==> config.mk <==
export PLATFORM = sky130hd
export DESIGN_NAME = atf_task_file
export DESIGN_NICKNAME = d
export VERILOG_FILES = /design/src/rtl/atf_pkg.sv /design/src/rtl/atf_task_file.sv
export SDC_FILE = /design/constraint.sdc
export NUM_CORES = 1
export LEC_CHECK = 0
export BUFFER_PORTS_ARGS = -buffer_cell sky130_fd_sc_hd__buf_2
export CAP_MARGIN = 20
export CELL_PAD_IN_SITES_DETAIL_PLACEMENT = 1
export CELL_PAD_IN_SITES_GLOBAL_PLACEMENT = 2
export CORE_MARGIN = 2
export CORE_UTILIZATION = 42
export DETAILED_ROUTE_END_ITERATION = 8
export HOLD_SLACK_MARGIN = 0.02
export PLACE_DENSITY_LB_ADDON = 0.1
export SYNTH_ARGS = -nofsm -noshare
export SYNTH_HDL_FRONTEND = slang
export SYNTH_SLANG_ARGS = --single-unit
==> constraint.sdc <==
create_clock -name clk_i -period 2.8 [get_ports clk_i]
set_input_delay 0.14 -clock clk_i [delete_from_list [all_inputs] [get_ports clk_i]]
set_output_delay 0.14 -clock clk_i [all_outputs]
set_load 0.01 [all_outputs]
==> src/rtl/atf_pkg.sv <==
package atf_pkg;
    // ----------------------------------------
    // register addresses on the three address pins
    // ----------------------------------------
    localparam logic [2:0] DA_DATA = 3'h0;
    localparam logic [2:0] DA_ERR_FEAT = 3'h1;
    localparam logic [2:0] DA_SCOUNT = 3'h2;
    localparam logic [2:0] DA_SNUM = 3'h3;
    localparam logic [2:0] DA_CYL_LO = 3'h4;
    localparam logic [2:0] DA_CYL_HI = 3'h5;
    localparam logic [2:0] DA_DEV_HEAD = 3'h6;
    localparam logic [2:0] DA_STAT_CMD = 3'h7;
    localparam logic [2:0] DA_ALT_CTL = 3'h6;
    // ----------------------------------------
    // field positions
    // ----------------------------------------
    localparam int ST_BUSY = 7;
    localparam int ST_READY = 6;
    localparam int ST_DRQ = 3;
    localparam int ST_ERR = 0;
    localparam int ER_ADDR_MARK = 0;
    localparam int ER_TRACK0 = 1;
    localparam int ER_ABORT = 2;
    localparam int ER_SECTOR_ID = 4;
    localparam int ER_UNCORR = 6;
    localparam int ER_CRC = 7;
    localparam logic [7:0] ER_USED = 8'hd7;
    localparam logic [7:0] ER_USED_MW = 8'h57;
    localparam int DH_LBA = 6;
    localparam int DH_DEV = 4;
    localparam int CTL_SRST = 2;
    localparam int CTL_IDIS = 1;
    // ----------------------------------------
    // reset values and command codes
    // ----------------------------------------
    localparam logic [7:0] TF_RESET = 8'h00;
    localparam logic [7:0] SC_RESET = 8'h01;
    localparam logic [7:0] DIAG_PASS = 8'h01;
    localparam logic [7:0] CMD_DMA_RD = 8'hc8;
    localparam logic [7:0] CMD_DMA_WR = 8'hca;
    // ----------------------------------------
    // timing and buffer
    // ----------------------------------------
    localparam int CLK_NS = 50;
    localparam int SETTLE_NS = 400;
    localparam int SETTLE_CYC = SETTLE_NS / CLK_NS;
    localparam int PRESENCE_US = 1000;
    localparam int PRESENCE_CYC = PRESENCE_US * 1000 / CLK_NS;
    localparam int FIFO_W = 16;
    localparam int FIFO_D = 32;
    typedef enum logic [2:0] {
        ST_IDLE = 3'b001,
        ST_EXEC = 3'b010,
        ST_DMA = 3'b100
    } atf_state_t;
endpackage

==> src/rtl/atf_task_file.sv <==
// Function
// - activity signal asserted from command to completion
// - drive 1 announces presence after power-on
// - DMA request only when data can move
// - command block decode of eight addresses
// - control block: alternate status, device control
// - invalid or unused addresses leave bus floating
// - 16-bit data port through the buffer
// - error register valid with error bit; diagnostics
// - bit 0: data address mark missing
// - bit 1: track zero missing on recalibrate
// - bit 2: command aborted
// - bit 4: sector ID missing; 5, 3 unused
// - bit 6 uncorrectable, bit 7 CRC
// - features value selects set-features feature
// - sector count left after command
// - sector number or LBA bits 7-0
// - cylinder low or LBA bits 15-8
// - cylinder high or LBA bits 23-16
// - head bits or LBA 27-24, updated
// - device bit selects drive 0 or 1
// - bit 6 selects CHS or LBA
// - status bits valid within 400 ns
// - status read acknowledges interrupt, alternate not
// - interrupt driven only when selected and enabled
`timescale 1ns/1ps
module atf_fifo #(
    parameter int W = 16,
    parameter int D = 32
) (
    input wire logic clk_i,
    input wire logic rst_i,
    input wire logic in_valid_i,
    output logic in_ready_o,
    input wire logic [W-1:0] in_data_i,
    output logic out_valid_o,
    input wire logic out_ready_i,
    output logic [W-1:0] out_data_o
);
    localparam int AW = $clog2(D);
    logic [W-1:0] mem [D];
    logic [AW-1:0] wp_reg;
    logic [AW-1:0] rp_reg;
    logic [AW:0] cnt_reg;
    logic push;
    logic pop;
    assign in_ready_o = cnt_reg != (AW+1)'(D);
    assign out_valid_o = cnt_reg != '0;
    assign out_data_o = mem[rp_reg];
    assign push = in_valid_i && in_ready_o;
    assign pop = out_valid_o && out_ready_i;
    always_ff @(posedge clk_i) begin
        if (push) begin
            mem[wp_reg] <= in_data_i;
        end
    end
    always_ff @(posedge clk_i) begin
        if (rst_i) begin
            wp_reg <= '0;
            rp_reg <= '0;
            cnt_reg <= '0;
        end else begin
            if (push) begin
                wp_reg <= wp_reg + 1'b1;
            end
            if (pop) begin
                rp_reg <= rp_reg + 1'b1;
            end
            cnt_reg <= cnt_reg + (AW+1)'(push) - (AW+1)'(pop);
        end
    end
endmodule

module atf_task_file #(
    parameter int unsigned PRESENCE_CYC = atf_pkg::PRESENCE_CYC
) (
    input wire logic clk_i,
    input wire logic rst_i,
    input wire logic cs0_n_i,
    input wire logic cs1_n_i,
    input wire logic [2:0] da_i,
    input wire logic rd_n_i,
    input wire logic wr_n_i,
    input wire logic [15:0] dd_i,
    output logic [15:0] dd_o,
    output logic dd_oe_n_o,
    output logic iordy_o,
    output logic intrq_o,
    output logic intrq_oe_n_o,
    output logic dasp_o,
    output logic dasp_oe_n_o,
    output logic dmarq_o,
    input wire logic dmack_n_i,
    input wire logic drive1_i,
    output logic cmd_valid_o,
    output logic [7:0] cmd_code_o,
    output logic [7:0] feature_o,
    output logic [7:0] sect_cnt_o,
    output logic [7:0] sect_num_o,
    output logic [15:0] cyl_o,
    output logic [3:0] head_o,
    output logic lba_mode_o,
    output logic [27:0] lba_o,
    output logic srst_o,
    input wire logic eng_ready_i,
    input wire logic pio_req_i,
    input wire logic done_i,
    input wire logic [7:0] done_err_i,
    input wire logic [7:0] done_sc_i,
    input wire logic [7:0] done_sn_i,
    input wire logic [15:0] done_cyl_i,
    input wire logic [3:0] done_head_i,
    input wire logic [15:0] eng_rdata_i,
    input wire logic eng_rvalid_i,
    output logic eng_rready_o,
    output logic [15:0] eng_wdata_o,
    output logic eng_wvalid_o,
    input wire logic eng_wready_i
);
    // ----------------------------------------
    // state
    // ----------------------------------------
    atf_pkg::atf_state_t state_reg;
    logic [7:0] err_reg, feat_reg, sc_reg, sn_reg, cl_reg, ch_reg;
    logic [7:0] dh_reg, ctl_reg, code_reg, status_w, rmux;
    logic [15:0] rdata_reg;
    logic rd_done_reg, wr_done_reg, rd_act, wr_act, rd_ok, wr_ok;
    logic rd_serve, wr_serve, sel_cmd, sel_ctl, data_acc, me;
    logic pend_reg, drive1_reg, strap_done_reg, dma_rd_reg;
    logic cmd_go, done_ok, busy_w, srst, err_sum_reg;
    logic [23:0] prs_cnt_reg;
    logic rf_valid, rf_pop, wf_ready, wf_push;
    logic [15:0] rf_data;

    // ----------------------------------------
    // decode
    // ----------------------------------------
    assign sel_cmd = !cs0_n_i && cs1_n_i;
    assign sel_ctl = cs0_n_i && !cs1_n_i && da_i == atf_pkg::DA_ALT_CTL;
    assign me = dh_reg[atf_pkg::DH_DEV] == drive1_reg;
    assign data_acc = (sel_cmd && da_i == atf_pkg::DA_DATA)
        || (!dmack_n_i && state_reg == atf_pkg::ST_DMA);
    assign srst = ctl_reg[atf_pkg::CTL_SRST];
    assign rd_act = !rd_n_i && !rd_done_reg && (sel_cmd || sel_ctl
        || data_acc);
    assign wr_act = !wr_n_i && !wr_done_reg && (sel_cmd || sel_ctl
        || data_acc);
    assign rd_ok = !data_acc || rf_valid;
    assign wr_ok = !data_acc || wf_ready || !me;
    assign rd_serve = rd_act && rd_ok;
    assign wr_serve = wr_act && wr_ok;
    assign iordy_o = !(rd_act && !rd_ok) && !(wr_act && !wr_ok);
    assign rf_pop = rd_serve && data_acc;
    assign wf_push = wr_serve && data_acc && me;
    assign cmd_go = wr_serve && sel_cmd && da_i == atf_pkg::DA_STAT_CMD
        && me && state_reg == atf_pkg::ST_IDLE && !srst;
    assign done_ok = done_i && state_reg != atf_pkg::ST_IDLE;

    // ----------------------------------------
    // strobe tracking and read data
    // ----------------------------------------
    always_ff @(posedge clk_i) begin
        if (rst_i) begin
            rd_done_reg <= 1'b0;
            wr_done_reg <= 1'b0;
        end else begin
            rd_done_reg <= !rd_n_i && (rd_done_reg || rd_serve);
            wr_done_reg <= !wr_n_i && (wr_done_reg || wr_serve);
        end
    end

    always_comb begin
        rmux = 8'h00;
        if (sel_ctl) begin
            rmux = status_w;
        end else begin
            case (da_i)
                atf_pkg::DA_ERR_FEAT: rmux = err_reg;
                atf_pkg::DA_SCOUNT: rmux = sc_reg;
                atf_pkg::DA_SNUM: rmux = sn_reg;
                atf_pkg::DA_CYL_LO: rmux = cl_reg;
                atf_pkg::DA_CYL_HI: rmux = ch_reg;
                atf_pkg::DA_DEV_HEAD: rmux = dh_reg;
                atf_pkg::DA_STAT_CMD: rmux = status_w;
                default: rmux = 8'h00;
            endcase
        end
    end

    always_ff @(posedge clk_i) begin
        if (rst_i) begin
            rdata_reg <= 16'h0000;
        end else if (rd_serve) begin
            rdata_reg <= data_acc ? rf_data : {8'h00, rmux};
        end
    end
    assign dd_o = rdata_reg;
    assign dd_oe_n_o = !(!rd_n_i && rd_done_reg
        && (sel_cmd || sel_ctl || data_acc));

    // ----------------------------------------
    // task file registers
    // ----------------------------------------
    always_ff @(posedge clk_i) begin
        if (rst_i) begin
            feat_reg <= atf_pkg::TF_RESET;
            sc_reg <= atf_pkg::SC_RESET;
            sn_reg <= atf_pkg::SC_RESET;
            cl_reg <= atf_pkg::TF_RESET;
            ch_reg <= atf_pkg::TF_RESET;
            dh_reg <= atf_pkg::TF_RESET;
        end else if (done_ok) begin
            sc_reg <= done_sc_i;
            sn_reg <= done_sn_i;
            cl_reg <= done_cyl_i[7:0];
            ch_reg <= done_cyl_i[15:8];
            dh_reg <= {dh_reg[7:4], done_head_i};
        end else if (wr_serve && sel_cmd && !data_acc) begin
            if (da_i == atf_pkg::DA_DEV_HEAD) begin
                dh_reg <= dd_i[7:0];
            end else if (me && state_reg == atf_pkg::ST_IDLE) begin
                case (da_i)
                    atf_pkg::DA_ERR_FEAT: feat_reg <= dd_i[7:0];
                    atf_pkg::DA_SCOUNT: sc_reg <= dd_i[7:0];
                    atf_pkg::DA_SNUM: sn_reg <= dd_i[7:0];
                    atf_pkg::DA_CYL_LO: cl_reg <= dd_i[7:0];
                    atf_pkg::DA_CYL_HI: ch_reg <= dd_i[7:0];
                    default: ;
                endcase
            end
        end
    end

    always_ff @(posedge clk_i) begin
        if (rst_i) begin
            ctl_reg <= atf_pkg::TF_RESET;
        end else if (wr_serve && sel_ctl) begin
            ctl_reg <= dd_i[7:0];
        end
    end

    // ----------------------------------------
    // command sequencing
    // ----------------------------------------
    always_ff @(posedge clk_i) begin
        if (rst_i || srst) begin
            state_reg <= atf_pkg::ST_IDLE;
            code_reg <= atf_pkg::TF_RESET;
            dma_rd_reg <= 1'b0;
        end else begin
            case (state_reg)
                atf_pkg::ST_IDLE: begin
                    if (cmd_go) begin
                        code_reg <= dd_i[7:0];
                        dma_rd_reg <= dd_i[7:1] == atf_pkg::CMD_DMA_RD[7:1];
                        if (dd_i[7:2] == atf_pkg::CMD_DMA_RD[7:2]) begin
                            state_reg <= atf_pkg::ST_DMA;
                        end else begin
                            state_reg <= atf_pkg::ST_EXEC;
                        end
                    end
                end
                atf_pkg::ST_EXEC, atf_pkg::ST_DMA: begin
                    if (done_i) begin
                        state_reg <= atf_pkg::ST_IDLE;
                    end
                end
                default: state_reg <= atf_pkg::ST_IDLE;
            endcase
        end
    end

    always_ff @(posedge clk_i) begin
        if (rst_i) begin
            cmd_valid_o <= 1'b0;
        end else begin
            cmd_valid_o <= cmd_go;
        end
    end

    // ----------------------------------------
    // error register and interrupt
    // ----------------------------------------
    always_ff @(posedge clk_i) begin
        if (rst_i || srst) begin
            err_reg <= atf_pkg::DIAG_PASS;
            err_sum_reg <= 1'b0;
        end else if (done_ok) begin
            err_reg <= done_err_i & (state_reg == atf_pkg::ST_DMA ?
                atf_pkg::ER_USED_MW : atf_pkg::ER_USED);
            err_sum_reg <= (done_err_i & (state_reg == atf_pkg::ST_DMA ?
                atf_pkg::ER_USED_MW : atf_pkg::ER_USED)) != 8'h00;
        end
    end

    always_ff @(posedge clk_i) begin
        if (rst_i || srst) begin
            pend_reg <= 1'b0;
        end else if (done_ok) begin
            pend_reg <= 1'b1;
        end else if (rd_serve && sel_cmd
            && da_i == atf_pkg::DA_STAT_CMD) begin
            pend_reg <= 1'b0;
        end
    end
    assign intrq_o = pend_reg;
    assign intrq_oe_n_o = !(me && !ctl_reg[atf_pkg::CTL_IDIS]);

    // ----------------------------------------
    // status composition
    // ----------------------------------------
    assign busy_w = state_reg != atf_pkg::ST_IDLE && !pio_req_i;
    always_comb begin
        status_w = 8'h00;
        status_w[atf_pkg::ST_BUSY] = busy_w;
        status_w[atf_pkg::ST_READY] = eng_ready_i && !srst;
        status_w[atf_pkg::ST_DRQ] = state_reg == atf_pkg::ST_EXEC
            && pio_req_i;
        status_w[atf_pkg::ST_ERR] = !busy_w && err_sum_reg;
    end

    // ----------------------------------------
    // activity and presence
    // ----------------------------------------
    always_ff @(posedge clk_i) begin
        if (rst_i) begin
            drive1_reg <= 1'b0;
            strap_done_reg <= 1'b0;
            prs_cnt_reg <= 24'h000000;
        end else if (!strap_done_reg) begin
            drive1_reg <= drive1_i;
            strap_done_reg <= 1'b1;
            prs_cnt_reg <= drive1_i ? 24'(PRESENCE_CYC) : 24'h000000;
        end else if (prs_cnt_reg != 24'h000000) begin
            prs_cnt_reg <= prs_cnt_reg - 24'h000001;
        end
    end
    assign dasp_o = 1'b0;
    assign dasp_oe_n_o = !(state_reg != atf_pkg::ST_IDLE
        || prs_cnt_reg != 24'h000000);

    // ----------------------------------------
    // data buffers and DMA request
    // ----------------------------------------
    atf_fifo #(.W(atf_pkg::FIFO_W), .D(atf_pkg::FIFO_D)) u_rd_fifo (
        .clk_i(clk_i),
        .rst_i(rst_i),
        .in_valid_i(eng_rvalid_i),
        .in_ready_o(eng_rready_o),
        .in_data_i(eng_rdata_i),
        .out_valid_o(rf_valid),
        .out_ready_i(rf_pop),
        .out_data_o(rf_data)
    );
    atf_fifo #(.W(atf_pkg::FIFO_W), .D(atf_pkg::FIFO_D)) u_wr_fifo (
        .clk_i(clk_i),
        .rst_i(rst_i),
        .in_valid_i(wf_push),
        .in_ready_o(wf_ready),
        .in_data_i(dd_i),
        .out_valid_o(eng_wvalid_o),
        .out_ready_i(eng_wready_i),
        .out_data_o(eng_wdata_o)
    );
    assign dmarq_o = state_reg == atf_pkg::ST_DMA
        && (dma_rd_reg ? rf_valid : wf_ready);

    // ----------------------------------------
    // engine-side views
    // ----------------------------------------
    assign cmd_code_o = code_reg;
    assign feature_o = feat_reg;
    assign sect_cnt_o = sc_reg;
    assign sect_num_o = sn_reg;
    assign cyl_o = {ch_reg, cl_reg};
    assign head_o = dh_reg[3:0];
    assign lba_mode_o = dh_reg[atf_pkg::DH_LBA];
    assign lba_o = {dh_reg[3:0], ch_reg, cl_reg, sn_reg};
    assign srst_o = srst;

    // ----------------------------------------
    // checks
    // ----------------------------------------
    localparam int SETTLE_L = atf_pkg::SETTLE_CYC;
endmodule

# After elaboration in Yosys (flattened, before gate mapping)
# Memory sizes are Yosys's and may differ from the RTL's. A register that Yosys moved wholly into a read port is not among the register bits.
# Cells that the tools add are included.
[totals]
reg_bits = 150
latchBits = 0
ram_bits = 1024
mem_bits_ro = 0
out_inout_bits = 124
wordCells = 202
memories = 2
[memory_table]
columns = ["name", "words", "word_bits", "rd", "rd_clocked_by_memory_dff", "write_ports", "line_no", "text"]
rows = [
  ["u_rd_fifo.mem", 32, 16, 1, 1, 1, "atf_task_file.sv:41", "logic [W-1:0] mem [D];"],
  ["u_wr_fifo.mem", 32, 16, 1, 1, 1, "atf_task_file.sv:41", ""],
]
[classes]
n_addsub = 9
n_mul = 0
div = 0
order_cmp = 0
eq_ne = 20
shift = 0
muxes = 46
bitwise = 3
n_reduce_logical = 95
[op_table]
columns = ["operator", "n"]
rows = [
  ["8-bit 2-to-1 mux", 22],
  ["8-bit case mux with 7 select lines", 1],
  ["24-bit 2-to-1 mux", 2],
  ["1-bit logical AND", 42],
  ["24-bit nonzero test", 1],
  ["24-bit by 1-bit subtractor with 24-bit output, second input constant", 1],
  ["5-bit by 1-bit adder with 5-bit output, second input constant", 4],
  ["1-bit logical NOT", 20],
  ["5-bit 2-to-1 mux", 4],
  ["16-bit 2-to-1 mux", 1],
  ["4-bit AND reduction", 4],
  ["2-bit nonzero test", 8],
  ["3-bit equality test, second input constant", 5],
  ["15-bit 2-to-1 mux", 1],
  ["6-bit by 1-bit adder with 6-bit output", 2],
  ["4-bit 2-to-1 mux", 3],
  ["6-bit != test, second input constant", 2],
  ["6-bit nonzero test", 2],
  ["6-bit by 1-bit subtractor with 6-bit output", 2],
  ["1-bit logical OR", 10],
  ["3-bit by 2-bit equality test with 1-bit output, second input constant", 3],
  ["3-bit 2-to-1 mux", 3],
  ["8-bit bitwise AND", 1],
  ["1-bit 2-to-1 mux", 8],
  ["15 further kinds", 21],
]

# Depth between registers and ports, before layout
# Gate-level depths: netlist of run 1.
[depth]
word_depth = 15
mapped_depth = 16

# Cells and area by module
# Synthesis of run 1 repeated with hierarchy kept, for this count alone.
[unflattened]
hier_cells = 2817
hier_area_um2 = 47281.6
[modules_own_cells]
columns = ["module", "n_inst", "cells_each", "area_per_inst_um2", "seq_area_each_um2"]
rows = [
  ["atf_fifo at u_rd_fifo", 1, 1070, 20719.9, 15795.1],
  ["atf_fifo at u_wr_fifo", 1, 1070, 20717.4, 15795.1],
  ["atf_task_file", 1, 677, 5844.4, 2302.2],
]

# Worst setup path before layout of run 1
# OpenSTA, ideal clock, no wires.
[synth_timing]
path_type = "register to register"
start = "register state_reg[0]"
end = "register u_rd_fifo.cnt_reg[4]"
setup_ps = 128
t_arrival_ps = 2645
t_required_ps = 2672
slack_ps = 27
path_stages_with_launch = 14
n_path_buf = 2
synth_period_minus_slack_ps = 2773
cell_sequence = "dfxtp_1 > buf_6 > or4b_4 > o21ai_2 > and3_1 > buf_2 > xor2_1 > ha_1 > fa_1 > a21oi_1 > nor2_1 > nor2_1 > xor2_1 > nor2_1"
[synth_between]
elab_chain_cells = 9
word_cells_on_any_way = 11
classes_between = "add/sub (1); eq/ne (1); reduce/logical (9)"
[synth_rtl]
columns = ["item", "line_no", "text"]
rows = [
  ["start, declared", "atf_task_file.sv:123", "atf_pkg::atf_state_t state_reg;"],
  ["start signal, assigned", "atf_task_file.sv:247", "state_reg <= atf_pkg::ST_IDLE;"],
  ["start signal, assigned", "atf_task_file.sv:257", "state_reg <= atf_pkg::ST_DMA;"],
  ["start signal, assigned", "atf_task_file.sv:259", "state_reg <= atf_pkg::ST_EXEC;"],
  ["3-bit equality test (*)", "atf_task_file.sv:142", "|| (!dmack_n_i && state_reg == atf_pkg::ST_DMA);"],
  ["1-bit logical AND (*)", "atf_task_file.sv:142", ""],
  ["1-bit logical OR (*)", "atf_task_file.sv:142", ""],
  ["1-bit logical OR / 1-bit logical NOT (equally long branches)", "atf_task_file.sv:145, atf_task_file.sv:148", ""],
  ["1-bit logical AND / 1-bit logical OR (equally long branches)", "atf_task_file.sv:144, atf_task_file.sv:148", ""],
  ["1-bit logical AND", "atf_task_file.sv:150", "assign rd_serve = rd_act && rd_ok;"],
  ["1-bit logical AND (*)", "atf_task_file.sv:153", "assign rf_pop = rd_serve && data_acc;"],
  ["1-bit logical AND (*)", "atf_task_file.sv:51", "assign pop = out_valid_o && out_ready_i;"],
  ["6-bit by 1-bit subtractor with 6-bit output (*)", "atf_task_file.sv:69", "cnt_reg <= cnt_reg + (AW+1)'(push) - (AW+1)'(pop);"],
  ["end signal, assigned", "atf_task_file.sv:69", ""],
  ["end, declared", "atf_task_file.sv:44", "logic [AW:0] cnt_reg;"],
]
# Mark *: on every way between the ends. The rest lies on a longest branch, timed or not.
# A chain may end at the register's enable or synchronous reset.

==> results.json, run 1 <==
{
  "worst_setup_path_start_kind": "flop",
  "muxShareOfSynthArea_pct": 15.5,
  "finalHoldViolations": 0,
  "fillCellCount": 10198,
  "gr-usage-met3_pct": 3.06,
  "final_area_sq_um": 56800,
  "ant_nets": 0,
  "drive_above_1_share_pct": 31.1,
  "grt_use_met2_pct": 40.0,
  "critPathKind": "reg2out",
  "wirelength_microns": 130000,
  "grt_pass1_wl_microns": 191000,
  "synth_seq_cells": 1181,
  "seqCellArea_sq_um": 33900,
  "p_per_area_nw_per_um2": 727,
  "post-route-min-period_ns": 3.17,
  "finClkSkew_ns": 0.0198,
  "area_growth_pct": 21.1,
  "setup_viol": 16,
  "grt_max_degree": 58,
  "crit_fanout": 10,
  "syn-num-nets": 2694,
  "hold_class": "in2reg",
  "maxSlewHeadroom_pct": 39.4,
  "synth_top_family_by_area": "multiplexers",
  "worst_slack_ns": -0.373,
  "maxCapViolCount": 0,
  "grt_antenna_before_repair": 3,
  "cts_max_level": 4,
  "post_synth_xor_area_fraction_pct": 0.859,
  "vias": 25614,
  "die_x_microns": 338,
  "dr.pass1.iters": 5,
  "fmax_ghz": 0.315,
  "yosysSeqAreaShare_pct": 72.3,
  "worstHoldPathCells": 5,
  "synth-async-reset-ratio_pct": 0,
  "busiest_layer": "met2",
  "path_clk_slew_ns": 0.06,
  "multiInputGateArea_sq_um": 12200,
  "crit_path_end_kind": "output port",
  "synth_edf_count": 1024,
  "arrival_ns": 3.03,
  "post-route-drc-count": 0,
  "fin_nets": 3182,
  "cts_tree": "yes",
  "synthSimpleGateAreaFrac_pct": 5.01,
  "dpl.hpwl_microns": 81400,
  "min_period_over_period_pct": 113,
  "leakagePower_uw": 0.0186,
  "wl_per_cell_microns": 28.0,
  "root_buffer": "clkbuf_16",
  "grt_pass1_vias": 27522,
  "tightest_slew_ns": 0.907,
  "synth_area_per_cell_sq_um": 18.2,
  "insertion_delay_ns": 0.75,
  "die_area_sq_um": 114000,
  "status": "finished, violations left",
  "avgViaCountPerCell": 5.52,
  "cts-buffers-inserted": 130,
  "drt-initial-drc-count": 1968,
  "synth_compound_area_share_pct": 3.41,
  "synth_adder_area_share_pct": 0.833,
  "netlist_instances": 2572,
  "initial_utilization_pct": 42.4,
  "placed_cell_area_sq_um": 51400,
  "num_rows": 122,
  "met1_usage_pct": 29.7,
  "violations": "negative setup slack",
  "grt_overflow_total": 0,
  "drv_slew": 0,
  "routabilityCongestion": 0.836,
  "syn_area_sq_um": 46900,
  "rsz0062_at_grt": "yes",
  "worstPathRequired_ns": 2.66,
  "whs_ns": 0.0824,
  "cts_max_path_buffers": 3,
  "grt_usage_pct": 22.9,
  "ir_drop_mv": 0.517,
  "coreArea_sq_um": 111000,
  "ioPinCount": 216,
  "synthFlopType": "edfxtp_1",
  "reg2regPathDepth": 8,
  "synth_cell_type_count": 74,
  "clkSinkCount": 1181,
  "yosysWarnings": 0,
  "die_h_microns": 338,
  "io_buffers": 212
}
-- critical path, cell delays in order (launching register included) --
cell and delay [ns]:
dfxtp_4 0.39, buf_12 0.19, buf_12 0.17, mux4_2 0.51, mux4_2 0.55, mux2_4 0.32
buf_2 0.15
-- path summary, 6_finish.rpt --
kind / startpoint / endpoint / slack (ns)
max: flop / eng_wdata_o[7] / -0.37
min: cs0_n_i / cmd_valid_o / 0.08
max reg2reg: state_reg[0] / ch_reg[6] / 0.13
min reg2reg: dd_o[0] / dd_o[0] / 0.45
-- placed cells by master, fill, tap and decap left out, types with 17 or more instances in the layout --
master,n
nand3_1,29
dfxtp_1,149
ha_1,28
nand2_1,80
dlygate4sd3_1,98
nor2b_1,24
clkinv_2,18
inv_1,31
edfxtp_1,1024
a21oi_1,106
mux2i_1,69
nor2_1,205
clkbuf_16,135
buf_2,205
nor2_2,40
xor2_1,25
clkinv_1,25
buf_12,65
nand4_1,17
buf_4,131
clkbuf_1,28
a211oi_1,18
xnor2_1,21
o21ai_0,19
mux4_2,281
a22oi_1,32
nor3_1,22
-- power by group --
group | internal (uW) | switching [uW] | leakage (uW)
logic | 2800 | 2670 | 0.00619
registers | 19400 | 207 | 0.0105
clock network | 9310 | 6900 | 0.00195
-- cell families after synthesis --
| group | Yosys count |
|---|---|
| flip-flops | 1181 |
| multiplexers | 374 |
| other | 1 |
| AND/OR/NAND/NOR | 497 |
| buffers and inverters | 197 |
| adder cells (fa/ha/maj) | 30 |
| XOR/XNOR | 46 |
| AO/OA/AOI/OAI | 246 |
-- layer usage --
layer / routed length [microns] / part of all wire, %
met2: 67900 / 52
met4: 3290 / 2.5
met3: 4700 / 3.6
met5: 23 / 0.018
met1: 54300 / 42
-- cell usage after synthesis (7+ instances only) --
cell type     n  area share, %
nor4_1       10           0.13
mux2_2       24           0.58
dfxtp_1     157            6.7
nand3b_1     11           0.18
mux4_2      281             13
xor2_1       25           0.47
and2_1        7          0.093
buf_2        48           0.51
nand3_1      30           0.32
clkbuf_1     66           0.53
a21oi_1     106            1.1
or3_1         8           0.11
buf_4        39           0.62
o2bb2ai_1     7           0.13
o21ai_0      19           0.20
nor2b_1      25           0.33
a31oi_1      14           0.19
and3_1        7          0.093
mux2i_1      69            1.5
buf_1        10          0.080
nor2_1      244            2.0
ha_1         28           0.75
nor3_1       22           0.23
xnor2_1      21           0.39
inv_1        31           0.25
a211oi_1     18           0.29
nand4_1      17           0.23
edfxtp_1   1024             66
a22oi_1      32           0.51
nand2_1      80           0.64
-- per-stage QoR --
stage	setup TNS (ns)	total power [uW]	utilization, %	setup slack, ns	instances
4_1_cts	-6.49	41700	51.1	-0.466	4633
3_3_place_gp	0	24900	46.4	0.0886	4300
3_5_place_dp	0	25000	46.4	0.144	4300
6_report	-5.19	41300	51.3	-0.373	4644
2_1_floorplan	0	23100	-	0.0274	2572
5_1_grt	-6.35	42700	51.3	-0.442	4644
-- layout make-up --
type	instances	share of cell area, %
diodes	1	0.00441
clock buffers	164	6.10
clock inverters	63	0.925
inverters	32	0.212
multi-input cells	1194	21.5
flip-flops and latches	1181	59.7
well taps	1488	3.28
repair buffers	521	8.25
-- what timing repair did --
action,CTS,global route
endpoints found under the hold margin,1075,0
hold buffers,98,0
pin swaps,1,1
gates resized for setup,24,13
setup buffers,4,8
gates cloned,4,2
endpoints found under the setup margin,17,33
(Power assumes the default switching activity.)
==> run 2, diff against run 1 <==
==> constraint.sdc (replaced) <==
create_clock -name clk_i -period 2.8 [get_ports clk_i]
set_input_delay 0.14 -clock clk_i [delete_from_list [all_inputs] [get_ports clk_i]]
set_output_delay 0.14 -clock clk_i [all_outputs]
set_load 0.1 [all_outputs]
==> results.json, run 2 (synthesis results as in run 1) <==
{
  "cts_tree": "yes",
  "drive_above_1_share_pct": 31.6,
  "worstSetupEndpoint": "eng_wdata_o[1]",
  "fin_nets": 3167,
  "ant_nets": 0,
  "die_x_microns": 338,
  "dpl.hpwl_microns": 80100,
  "layout_common_cells": "1024 x edfxtp_1, 281 x mux4_2, 194 x buf_2",
  "post-route-min-period_ns": 3.23,
  "num_rows": 122,
  "rr_startpoint": "u_rd_fifo.cnt_reg[2]",
  "die_area_sq_um": 114000,
  "setup_tns_ns": -5.91,
  "grt_pass1_wl_microns": 189000,
  "wirelength_microns": 128000,
  "finClkSkew_ns": 0.0290,
  "hold_class": "in2reg",
  "area_growth_pct": 21.5,
  "fmax_ghz": 0.310,
  "grt_pass1_vias": 27655,
  "dpl_worst_slack_ns": 0.0854,
  "crit_fanout": 10,
  "initial_utilization_pct": 42.4,
  "status": "finished, violations left",
  "final_common_cell": "edfxtp_1",
  "maxSlewHeadroom_pct": 34.1,
  "crit_path_end_kind": "output port",
  "arrival_ns": 3.09,
  "worst-path-buf-inv": 3,
  "dr.pass1.iters": 5,
  "grt_max_degree": 47,
  "whs_ns": 0.0755,
  "maxCapViolCount": 0,
  "insertion_delay_ns": 0.73,
  "avgViaCountPerCell": 5.53,
  "leakagePower_uw": 0.0186,
  "crit_family": "multiplexers",
  "p_sw_uw": 10500,
  "p_seq_share_pct": 46.1,
  "io_buffers": 212,
  "worstPathRequired_ns": 2.66,
  "vias": 25649,
  "cts_max_level": 4,
  "coreArea_sq_um": 111000,
  "cpMaxStageDelayCell": "mux4_2",
  "die_h_microns": 338,
  "reg2reg_to": "u_rd_fifo.mem[13][10]",
  "p_sw_share_pct": 24.8,
  "wl_per_cell_microns": 27.7,
  "grt_antenna_before_repair": 4,
  "ir_drop_mv": 0.598,
  "worst_setup_path_start_kind": "flop",
  "grt_usage_pct": 22.5,
  "total_power_uw": 42400,
  "final_core_util_pct": 51.5,
  "tightest_slew_ns": 0.987,
  "pwr-share-clk_pct": 38.0,
  "rsz0062_at_grt": "yes",
  "p_per_area_nw_per_um2": 744,
  "drv_slew": 0,
  "setup_viol": 16,
  "clkSinkCount": 1181,
  "slowest_delay_ns": 0.56,
  "path_common_cell": "mux4_2",
  "path_cells": "buf_6 > buf_12 > mux4_2 > mux4_2 > mux2_2 > buf_8",
  "post-route-drc-count": 0,
  "ioPinCount": 216,
  "p_int_uw": 31900,
  "p_comb_share_pct": 15.9,
  "cts_max_path_buffers": 3,
  "reg2reg_setup_slack_ns": 0.18,
  "violations": "negative setup slack",
  "path_clk_slew_ns": 0.06,
  "fillCellCount": 10168,
  "routabilityCongestion": 0.809,
  "critPathKind": "reg2out",
  "drt-initial-drc-count": 2002,
  "finalHoldViolations": 0,
  "grt_overflow_total": 0,
  "min_period_over_period_pct": 115,
  "worst_slack_ns": -0.428,
  "reg2regPathDepth": 10,
  "root_buffer": "clkbuf_16",
  "path_depth": 6,
  "cts-buffers-inserted": 130,
  "worstHoldPathCells": 1
}
## run 2: changes by cell type in the layout (fill, tap and decap cells not counted), sizes merged
cell         before  now
dlygate4sd3      98   84
clkbuf          167  181
clkinvlp          3    1
buf             420  418
clkinv           48   44
bufinv            6    5
inv              38   37
## run 2: what timing repair did
item                                    CTS  global route
cloned                                    6             4
setup buffers                             6             5
endpoints found under the setup margin   17            29
hold buffers                             84             0
endpoints found under the hold margin   966             0
gates resized for setup                  62            29
pin swaps                                 0             0
## run 2: layout make-up
cell class | instances | area (sq um) | share of cell area [%]
timing repair buffer | 506 | 4800 | 8.42
clock buffer | 177 | 3570 | 6.26
multi-input combinational | 1194 | 12300 | 21.6
antenna | 1 | 2.50 | 0.00439
sequential | 1181 | 33900 | 59.5
clock inverter | 55 | 397 | 0.696
inverter | 32 | 120 | 0.211
tap | 1488 | 1860 | 3.27
## run 2: routing by layer
layer	GRT usage (%)	vias up	part of all wire, %
li1	-	11204	-
met5	0	-	0.010
met4	6.29	2	2.3
met2	39.1	582	52
met3	2.77	174	4.0
met1	29.9	13687	42
## run 2: power by group through the flow
stage                     clock, uW  combinational, uW  sequential, uW
after floorplan                   0               4070           19900
after global placement            0               5720           19900
after detailed placement          0               5840           19900
after CTS                     16500               6610           19600
after global routing          17100               7210           19600
final                         16100               6730           19500
## run 2: worst min path at each step
| stage | slack [ns] | from | end |
|---|---|---|---|
| 4_1_cts | 0.04 | da_i[2] | dd_o[3] |
| 5_1_grt | 0.08 | dd_i[4] | u_wr_fifo.mem[16][4] |
| 3_3_place_gp | 0.33 | wr_n_i | wr_done_reg |
| 2_1_floorplan | 0.21 | wr_n_i | wr_done_reg |
| 6_report | 0.08 | dd_i[4] | u_wr_fifo.mem[16][4] |
| 3_5_place_dp | 0.33 | wr_n_i | wr_done_reg |
## run 2: metrics by stage
stage               std cells  area [sq um]
global route             4634         57000
CTS                      4625         56700
global placement         4297         51500
detailed placement       4297         51500
floorplan                2572         47000
finish                   4634         57000
